==> config.mk <==
export PLATFORM = sky130hd
export DESIGN_NAME = hbrst_top
export DESIGN_NICKNAME = d
export VERILOG_FILES = /design/src/logic/hbrst_pkg.sv /design/src/logic/hbrst_top.sv
export SDC_FILE = /design/constraint.sdc
export NUM_CORES = 1
export LEC_CHECK = 0
export BUFFER_PORTS_ARGS = -buffer_cell sky130_fd_sc_hd__buf_2
export CORE_ASPECT_RATIO = 1.4
export CORE_UTILIZATION = 45
export CTS_CLUSTER_DIAMETER = 100
export DETAILED_ROUTE_END_ITERATION = 12
export PLACE_DENSITY = 0.72
export SYNTH_ARGS = -nofsm -noshare
export SYNTH_HDL_FRONTEND = slang
export SYNTH_SLANG_ARGS = --single-unit
==> constraint.sdc <==
create_clock -name mclk_i -period 1.7 [get_ports mclk_i]
set_clock_uncertainty 0.05 [all_clocks]
set_input_delay 0 -clock mclk_i [delete_from_list [all_inputs] [get_ports mclk_i]]
set_output_delay 0 -clock mclk_i [all_outputs]
set_load 0.01 [all_outputs]
==> src/logic/hbrst_pkg.sv <==
// shared constants for the host bus reset and interrupt pin block
// assumes a single 125 mhz core clock and pins arriving asynchronously
package hbrst_pkg;

    // ****************************************
    // widths and values after reset
    // ****************************************
    localparam int HBRST_CTX_W = 8;
    localparam int HBRST_CFG_W = 8;
    localparam int HBRST_IRQ_W = 4;
    localparam logic [HBRST_CTX_W-1:0] HBRST_CTX_RST = 8'h00;
    localparam logic [HBRST_CFG_W-1:0] HBRST_CFG_RST = 8'h00;
    localparam logic [2:0] HBRST_SYNC_RST = 3'h0;
    localparam logic [2:0] HBRST_MODE_SYNC_RST = 3'h7;

    // ****************************************
    // timing (held by the system, shown for reference)
    // ****************************************
    localparam int HBRST_CLK_PERIOD_PS = 8000;
    localparam int HBRST_GLB_MIN_MS = 2;
    localparam longint HBRST_GLB_MIN_CYC =
        (longint'(HBRST_GLB_MIN_MS) * 64'd1000000000
         + HBRST_CLK_PERIOD_PS - 1) / HBRST_CLK_PERIOD_PS;

    // ****************************************
    // sequencing states, gray along the usual path
    // ****************************************
    typedef enum logic [1:0] {
        HBRST_ST_GLOBAL = 2'b00,
        HBRST_ST_BUS = 2'b01,
        HBRST_ST_RUN = 2'b11
    } hbrst_state_type;

endpackage : hbrst_pkg

==> src/logic/hbrst_top.sv <==
// reset sequencing, buffer tri-state control and interrupt pin driver
// assumes both reset pins and the mode pin are asynchronous to mclk_i
`timescale 1ns/10ps

// Overview of operation
// - global reset restores every register default except the global, bus and mode pin synchronisers
// - global reset: no function, outputs high-impedance
// - host bus signals sampled on rising clock
// - interrupt output shows pending internal interrupt
// - mode select low gives mode_select_a interrupt signalling
// - bus reset keeps context bits, clears ordinary bits
// - bus reset: nonfunctional, outputs high-impedance
module hbrst_top
    import hbrst_pkg::*;
#(
    parameter int CTX_W = HBRST_CTX_W,
    parameter int CFG_W = HBRST_CFG_W,
    parameter int IRQ_W = HBRST_IRQ_W
) (
    input wire logic mclk_i,                       // host bus clock
    input wire logic rst_i,                        // core reset, sync high
    input wire logic global_reset_n_i,             // global power reset pin
    input wire logic bus_reset_n_i,                // host bus reset pin
    input wire logic mode_select_a_i,              // low selects mode_select_a
    input wire logic ctx_load_i,                   // load preserved bits
    input wire logic [CTX_W-1:0] ctx_data_i,       // preserved bits data
    input wire logic cfg_load_i,                   // load ordinary bits
    input wire logic [CFG_W-1:0] cfg_data_i,       // ordinary bits data
    input wire logic [IRQ_W-1:0] irq_src_i,        // interrupt conditions
    output logic [CTX_W-1:0] ctx_o,                // preserved bits
    output logic [CFG_W-1:0] cfg_o,                // ordinary bits
    output logic core_run_o,                       // block may operate
    output logic bus_oe_n_o,                       // low: buffers drive
    output logic host_interrupt_out_o,             // interrupt pin level
    output logic host_interrupt_out_oe_n_o,        // low: pin driven
    output logic mode_select_a_mode_o                    // mode_select_a signalling
);
    import hbrst_pkg::*;

    // ****************************************
    // pin synchronisers
    // ****************************************
    logic [2:0] glb_sync_reg, glb_sync_next;
    logic [2:0] bus_sync_reg, bus_sync_next;
    logic [2:0] mode_sync_reg, mode_sync_next;
    logic glb_ok_reg, glb_ok_next;
    logic bus_ok_reg, bus_ok_next;
    logic cb_mode_reg, cb_mode_next;

    always_comb begin
        glb_sync_next = {glb_sync_reg[1:0], global_reset_n_i};
        bus_sync_next = {bus_sync_reg[1:0], bus_reset_n_i};
        mode_sync_next = {mode_sync_reg[1:0], mode_select_a_i};
        glb_ok_next = glb_ok_reg;
        bus_ok_next = bus_ok_reg;
        cb_mode_next = cb_mode_reg;
        // a change counts once the last two stages agree
        if (glb_sync_reg[1] == glb_sync_reg[2]) begin
            glb_ok_next = glb_sync_reg[2];
        end
        if (bus_sync_reg[1] == bus_sync_reg[2]) begin
            bus_ok_next = bus_sync_reg[2];
        end
        if (mode_sync_reg[1] == mode_sync_reg[2]) begin
            cb_mode_next = ~mode_sync_reg[2];
        end
    end

    // reset pins start out asserted; the mode pin idles high, so no
    // false mode_select_a mode shows while the chain fills after reset
    always_ff @(posedge mclk_i) begin
        if (rst_i) begin
            glb_sync_reg <= HBRST_SYNC_RST;
            bus_sync_reg <= HBRST_SYNC_RST;
            mode_sync_reg <= HBRST_MODE_SYNC_RST;
            glb_ok_reg <= 1'b0;
            bus_ok_reg <= 1'b0;
            cb_mode_reg <= 1'b0;
        end else begin
            glb_sync_reg <= glb_sync_next;
            bus_sync_reg <= bus_sync_next;
            mode_sync_reg <= mode_sync_next;
            glb_ok_reg <= glb_ok_next;
            bus_ok_reg <= bus_ok_next;
            cb_mode_reg <= cb_mode_next;
        end
    end

    // ****************************************
    // reset sequencing
    // ****************************************
    // raw pins also force the hold so assertion takes effect at once,
    // before the synchroniser has seen it; release waits for sync
    // limitation: a pin falling close to an edge may clear some
    // registers one cycle after others; resets last far longer than
    // that, so every register is cleared by the following edge
    logic glb_hold;
    logic bus_hold;
    hbrst_state_type state_reg, state_next;

    assign glb_hold = ~global_reset_n_i | ~glb_ok_reg;
    assign bus_hold = ~bus_reset_n_i | ~bus_ok_reg;

    // a global hold wins over a bus hold from every state
    always_comb begin
        state_next = state_reg;
        case (state_reg)
            HBRST_ST_GLOBAL: begin
                if (!glb_hold) begin
                    state_next = HBRST_ST_BUS;
                end
            end
            HBRST_ST_BUS: begin
                if (glb_hold) begin
                    state_next = HBRST_ST_GLOBAL;
                end else if (!bus_hold) begin
                    state_next = HBRST_ST_RUN;
                end
            end
            HBRST_ST_RUN: begin
                if (glb_hold) begin
                    state_next = HBRST_ST_GLOBAL;
                end else if (bus_hold) begin
                    state_next = HBRST_ST_BUS;
                end
            end
            default: begin
                state_next = HBRST_ST_GLOBAL;
            end
        endcase
    end

    always_ff @(posedge mclk_i) begin
        if (rst_i) begin
            state_reg <= HBRST_ST_GLOBAL;
        end else begin
            state_reg <= state_next;
        end
    end

    // ****************************************
    // register storage
    // ****************************************
    // the global power reset is expected once per power-up; a bus
    // reset alone must not wipe the context software saved for wake
    logic [CTX_W-1:0] ctx_reg, ctx_next;
    logic [CFG_W-1:0] cfg_reg, cfg_next;
    logic running;

    // raw pin terms drop running at once, ahead of the state register
    assign running = (state_reg == HBRST_ST_RUN) & ~glb_hold & ~bus_hold;

    always_comb begin
        ctx_next = ctx_reg;
        cfg_next = cfg_reg;
        if (glb_hold) begin
            ctx_next = HBRST_CTX_RST;
            cfg_next = HBRST_CFG_RST;
        end else if (bus_hold) begin
            cfg_next = HBRST_CFG_RST;
        end else if (running) begin
            // loads outside run are dropped with no sign to the user
            if (ctx_load_i) begin
                ctx_next = ctx_data_i;
            end
            if (cfg_load_i) begin
                cfg_next = cfg_data_i;
            end
        end
    end

    always_ff @(posedge mclk_i) begin
        if (rst_i) begin
            ctx_reg <= HBRST_CTX_RST;
            cfg_reg <= HBRST_CFG_RST;
        end else begin
            ctx_reg <= ctx_next;
            cfg_reg <= cfg_next;
        end
    end

    // ****************************************
    // interrupt pin
    // ****************************************
    // low cfg bits enable each source; host bus mode is open drain,
    // mode_select_a mode drives the active-low line both ways
    logic [IRQ_W-1:0] irq_en;
    logic irq_any;
    logic irq_pend_reg, irq_pend_next;

    assign irq_en = cfg_reg[IRQ_W-1:0];
    assign irq_any = |(irq_src_i & irq_en);

    always_comb begin
        irq_pend_next = running & irq_any;
    end

    always_ff @(posedge mclk_i) begin
        if (rst_i) begin
            irq_pend_reg <= 1'b0;
        end else begin
            irq_pend_reg <= irq_pend_next;
        end
    end

    // ****************************************
    // output buffers
    // ****************************************
    // an open-drain line is driven only while pulled low; the mode_select_a
    // line is push-pull, so it is driven whenever the block runs
    logic int_drive;

    assign int_drive = cb_mode_reg | irq_pend_reg;
    assign ctx_o = ctx_reg;
    assign cfg_o = cfg_reg;
    assign core_run_o = running;
    assign bus_oe_n_o = ~running;
    assign mode_select_a_mode_o = cb_mode_reg;
    assign host_interrupt_out_o = ~irq_pend_reg;
    assign host_interrupt_out_oe_n_o = ~(running & int_drive);

endmodule : hbrst_top

# Yosys cells after proc, flatten, opt, wreduce, memory -nomap -nowiden
# Cells that the tools add are included.
# totals
register_bits,31
in_bits,27
output_inout_bits,21
wordCells,49
# classes
eq_ne,8
muxes,6
bitwise,18
n_reduce_logical,7
# ops
cell,n
$mux W2,5
$not A1 Y1,10
$ne A3 B3 Y1 const B,2
$pmux W2 S3,1
$reduce_and A3 Y1,2
$and A1 B1 Y1,4
$and A4 B4 Y4,1
$reduce_or A4 Y1,1
$eq A1 B1 Y1,3
$or A1 B1 Y1,3
$reduce_or A3 Y1,1
$eq A2 B1 Y1 const B,1
$eq A2 B2 Y1 const B,1
$logic_not A2 Y1,1
$ne A2 B2 Y1 const B,1
$reduce_and A2 Y1,1
$reduce_or A2 Y1,1

# Longest topological paths before layout
# depth
depth_word,7
ltp_mapped,5
depth_no_buf,4

# Worst setup path before layout
# No wires, ideal clock.
# synth_path
kind,register to register
from,register bus_ok_reg
to,"register cfg_reg[0], in the netlist cfg_o[0]"
setup_ns,0.130
t_arrival_ns,0.984
required_time_ns,1.520
slack_ns,0.536
path_stages_with_launch,5
period_less_slack_ns,1.164
path_cell_list,dfxtp_1 nand4_1 clkbuf_1 o21ai_0 a21oi_1
# synth_between
elab_chain_cells,5
# synth_rtl
element,line_no,source
start: declaration,hbrst_top.sv:47,"logic bus_ok_reg, bus_ok_next;"
start signal: assignment,hbrst_top.sv:84,bus_ok_reg <= bus_ok_next;
$not A1 Y1 *,hbrst_top.sv:102,assign bus_hold = ~bus_reset_n_i | ~bus_ok_reg;
$or A1 B1 Y1 *,hbrst_top.sv:102,
$not A1 Y1 (no line),-,
$and A1 B1 Y1,hbrst_top.sv:151,assign running = (state_reg == HBRST_ST_RUN) & ~glb_hold & ~bus_hold;
$reduce_and A2 Y1 (no line),-,
end signal: assignment,hbrst_top.sv:178,cfg_reg <= cfg_next;
end: declaration,hbrst_top.sv:147,"logic [CFG_W-1:0] cfg_reg, cfg_next;"
# Mark *: on every way between the ends. The rest lies on a longest branch, timed or not.
# A chain may end at the register's enable or synchronous reset.

# Worst setup path after layout
# layout_path
from,"register cfg_reg[0], in the netlist cfg_o[0]"
to,register irq_pend_reg
# layout_between
elab_chain_cells,3
# layout_rtl
element,line_no,source
$and A4 B4 Y4,hbrst_top.sv:192,assign irq_any = |(irq_src_i & irq_en);
$reduce_or A4 Y1,hbrst_top.sv:192,
$and A1 B1 Y1,hbrst_top.sv:195,irq_pend_next = running & irq_any;
end signal: assignment,hbrst_top.sv:202,irq_pend_reg <= irq_pend_next;
end: declaration,hbrst_top.sv:189,"logic irq_pend_reg, irq_pend_next;"
# Every way passes these cells.

==> impl_results.md <==
* Register-to-Register Setup Slack at around 150 ps
* Total count of hold-check failures in the final report at 0
* Clock H-tree levels at 2
* Violated checks: design-rule violations
* Minimum clock period at between 1500 and 2000 ps
* Count of warnings emitted by yosys at 0
* Via/cell ratio at ~5.3
* Leakage power total at a little under 0.0007 uW
* PwrDens at ~750 nW/um2
* Starting Density at 0.4883
* Maximum frequency from static timing analysis at between 600 and 700 MHz
* Setup TNS at 0 ps
* Number of input and output port buffers inserted at 47
* PnR worst setup slack at ~150 ps
* Sum of overflow across all layers after global routing at 0
* Via count of the first global-routing pass at between 1,000 and 1,500
* DRC violation total after the first TritonRoute iteration at 42
* Critical path class: reg -> reg
* Total clock sinks at 31
* Share of final-layout standard cells stronger than drive strength 1 at 0.3046
* Cell count of the worst hold path at 4
* Largest voltage drop on the vdd net at a little under 0.6 mV
* Max Cap Violations at 0
* Total detailed-routing wirelength at between 2000 and 3000 um
* Initial antenna violation count at 0
* Synthesized instance count at 123
* Pin slew with the least headroom to its limit at roughly 380 ps
* Filler instances at approximately 170
* Synth Cell Area at roughly 1100 um2
* Placement-stage worst setup slack at 332.1 ps
* Post-Synthesis Net Count at 150
* Launch instance of the worst register-to-register path: cfg_o[0]
* Endpoint of the worst register-to-register path: irq_pend_reg
* Share of synthesized area occupied by flip-flops and latches at 0.5643
* Clock latency at the later pin of the worst-skew pair at ~330 ps
* Tightest slew margin relative to the limit at 0.7486
* Count of final setup violators at 0
* Net count of the finished layout at 223
* Biggest fanout along the worst timing path at 3
* IO Count at 48
* Endpoint class of the critical path: register
* Aggregate global-route resource usage at 0.2367
* Mean instance size in the synthesized netlist at 8.942 um2
* End point of the worst hold path: ctx_o[4]
* Standard-cell row count at 20
* FF+latch count, synth at 31
* Area of the die at ~2600 um2
* Period Utilization, post-route at 0.9147
* CP required at 1860 ps
* Largest net degree at the start of global routing at 18
* Buffer cell driving the clock tree root: sky130_fd_sc_hd__clkbuf_4
* Post-detailed-route DRC marker count at 4
* Final ANT Viol Nets at 0
* Total half-perimeter wirelength after legalization and detailed placement at 1693 um
* Global-route wire length before repair at 4560 um
* Average wire length per cell after detail routing at between 10 and 15 um
* Via count at about 1,200
* Core Footprint at roughly 2300 um2
* Number of buffers created by CTS at 5
* Clock tree buffer depth at 2
* Number of slew-limit violations in the final report at 0
* TritonCTS clock tree: built
* Final weighted congestion in routability-driven placement at 0.7125
* Kind of path behind the tightest hold check: in -> reg
* Count of TritonRoute iterations in the first routing pass at 10
* Sort of element at the start of the critical path: register
* Antenna Diode Count at 0
* Result of the run: finished, violations left
* Clock Pin Slew Worst Setup and Hold Paths at 90 ps
* Number of unique standard cell types used by synthesis at 22
* X dimension of the die at ~44 um
* Startpoint of the most critical hold path: ctx_load_i
* Path depth of the worst reg2reg path at 4
* Area Growth Syn to Fin at 48.35%
* Arrival time of data at the critical path endpoint at about 1700 ps
* Unrepaired setup endpoints after global routing: no
* Die extent in y at between 60 and 70 um
## synth_stat cells
master,number,share of area
sky130_fd_sc_hd__a21oi_1,20,0.091
sky130_fd_sc_hd__inv_2,1,0.0034
sky130_fd_sc_hd__clkbuf_1,2,0.0068
sky130_fd_sc_hd__clkbuf_2,1,0.0045
sky130_fd_sc_hd__nor2b_1,5,0.028
sky130_fd_sc_hd__nor2_1,3,0.010
sky130_fd_sc_hd__buf_4,2,0.014
sky130_fd_sc_hd__or2_2,3,0.017
sky130_fd_sc_hd__and2b_1,1,0.0068
sky130_fd_sc_hd__nand2_1,4,0.014
sky130_fd_sc_hd__o21ai_0,17,0.077
sky130_fd_sc_hd__o21ai_1,2,0.0091
sky130_fd_sc_hd__a221oi_1,1,0.0080
sky130_fd_sc_hd__dfxtp_1,31,0.56
sky130_fd_sc_hd__inv_1,2,0.0068
sky130_fd_sc_hd__a22o_1,1,0.0080
sky130_fd_sc_hd__and3_1,2,0.011
sky130_fd_sc_hd__nor3_1,1,0.0045
sky130_fd_sc_hd__and4_1,1,0.0080
sky130_fd_sc_hd__buf_2,2,0.0091
sky130_fd_sc_hd__nand3_1,19,0.086
sky130_fd_sc_hd__nand4_1,2,0.011
## power by group
| part | internal, uW | total [uW] | leakage, uW | switching (uW) |
|---|---|---|---|---|
| combinational | 61.3 | 87.3 | 0.000394 | 26.0 |
| clock | 161 | 397 | 0.0000293 | 236 |
| sequential | 734 | 738 | 0.000251 | 3.40 |
| total | 956 | 1220 | 0.000675 | 265 |
## cell families (layout without fill, tap and decap cells)
kind of cell | after synthesis | after routing | share of synthesized area
buffers and inverters | 10 | 84 | 0.04436
flip-flops | 31 | 31 | 0.5643
AO/OA/AOI/OAI | 41 | 41 | 0.1934
AND/OR/NAND/NOR | 41 | 41 | 0.1979
## cell type report
type	instances	area, um2	area share
flip-flops and latches	31	620.6	0.3804
repair buffers	73	490.5	0.3006
multi-input cells	82	431.7	0.2646
clock buffers	7	45.04	0.02761
well taps	22	27.53	0.01687
inverters	3	11.26	0.006902
clock inverters	1	5.005	0.003067
## timing repair
item                       in CTS  in global routing
setup endpoints to repair       0                  1
buffers inserted                0                  0
hold endpoints to repair       29                  0
resized for setup               0                  1
hold buffers                   24                  0
## worst max-delay path by stage
stage	startpoint	endpoint	slack, ps	cells past startpoint
finish	cfg_o[0]	irq_pend_reg	150	4
global route	cfg_o[0]	irq_pend_reg	40	4
CTS	bus_ok_reg	host_interrupt_out_oe_n_o	110	5
detailed placement	bus_ok_reg	cfg_o[4]	330	4
global placement	bus_ok_reg	cfg_o[6]	400	4
floorplan	bus_ok_reg	cfg_o[0]	540	4
## per-stage QoR
| step | hold slack, ps | utilization | cells | total power [uW] | instance area, um2 |
|---|---|---|---|---|---|
| after detailed placement | 137.5 | 0.5950 | 187 | 799.0 | 1340 |
| after CTS | 170.9 | 0.7239 | 219 | 1226 | 1630 |
| after global routing | 203.4 | 0.7244 | 219 | 1277 | 1632 |
| after floorplan | 21.61 | - | 123 | 764.7 | 1100 |
| final | 177.0 | 0.7244 | 219 | 1222 | 1632 |
| after global placement | 131.1 | 0.5950 | 187 | 798.0 | 1340 |
## layout by cell type (no fill, tap or decap)
cell type / instances
sky130_fd_sc_hd__nand4_1: 2
sky130_fd_sc_hd__a21oi_1: 20
sky130_fd_sc_hd__nor2_1: 3
sky130_fd_sc_hd__inv_1: 2
sky130_fd_sc_hd__clkbuf_1: 2
sky130_fd_sc_hd__dfxtp_1: 31
sky130_fd_sc_hd__nand2_1: 4
sky130_fd_sc_hd__dlygate4sd3_1: 24
sky130_fd_sc_hd__a221oi_1: 1
sky130_fd_sc_hd__and3_1: 2
sky130_fd_sc_hd__buf_4: 2
sky130_fd_sc_hd__o21ai_1: 2
sky130_fd_sc_hd__inv_2: 1
sky130_fd_sc_hd__a22o_1: 1
sky130_fd_sc_hd__nor2b_1: 5
sky130_fd_sc_hd__nand3_1: 19
sky130_fd_sc_hd__clkinv_2: 1
sky130_fd_sc_hd__and2b_1: 1
sky130_fd_sc_hd__o21ai_0: 17
sky130_fd_sc_hd__or2_2: 3
sky130_fd_sc_hd__and4_2: 1
sky130_fd_sc_hd__buf_2: 47
sky130_fd_sc_hd__nor3_1: 1
sky130_fd_sc_hd__clkbuf_4: 5
## critical path: stages, from the launching register on
cell,delay (ps)
sky130_fd_sc_hd__dfxtp_1,330
sky130_fd_sc_hd__a22o_1,200
sky130_fd_sc_hd__a221oi_1,220
sky130_fd_sc_hd__dlygate4sd3_1,590
sky130_fd_sc_hd__nor3_1,40
## routing by layer
layer / global-route usage / share of wire
met5: 0 / 0
met4: 0.09375 / 0.013
met3: 0.07440 / 0.060
met2: 0.4243 / 0.54
met1: 0.2560 / 0.39
Power figures use the tool's default switching activity.
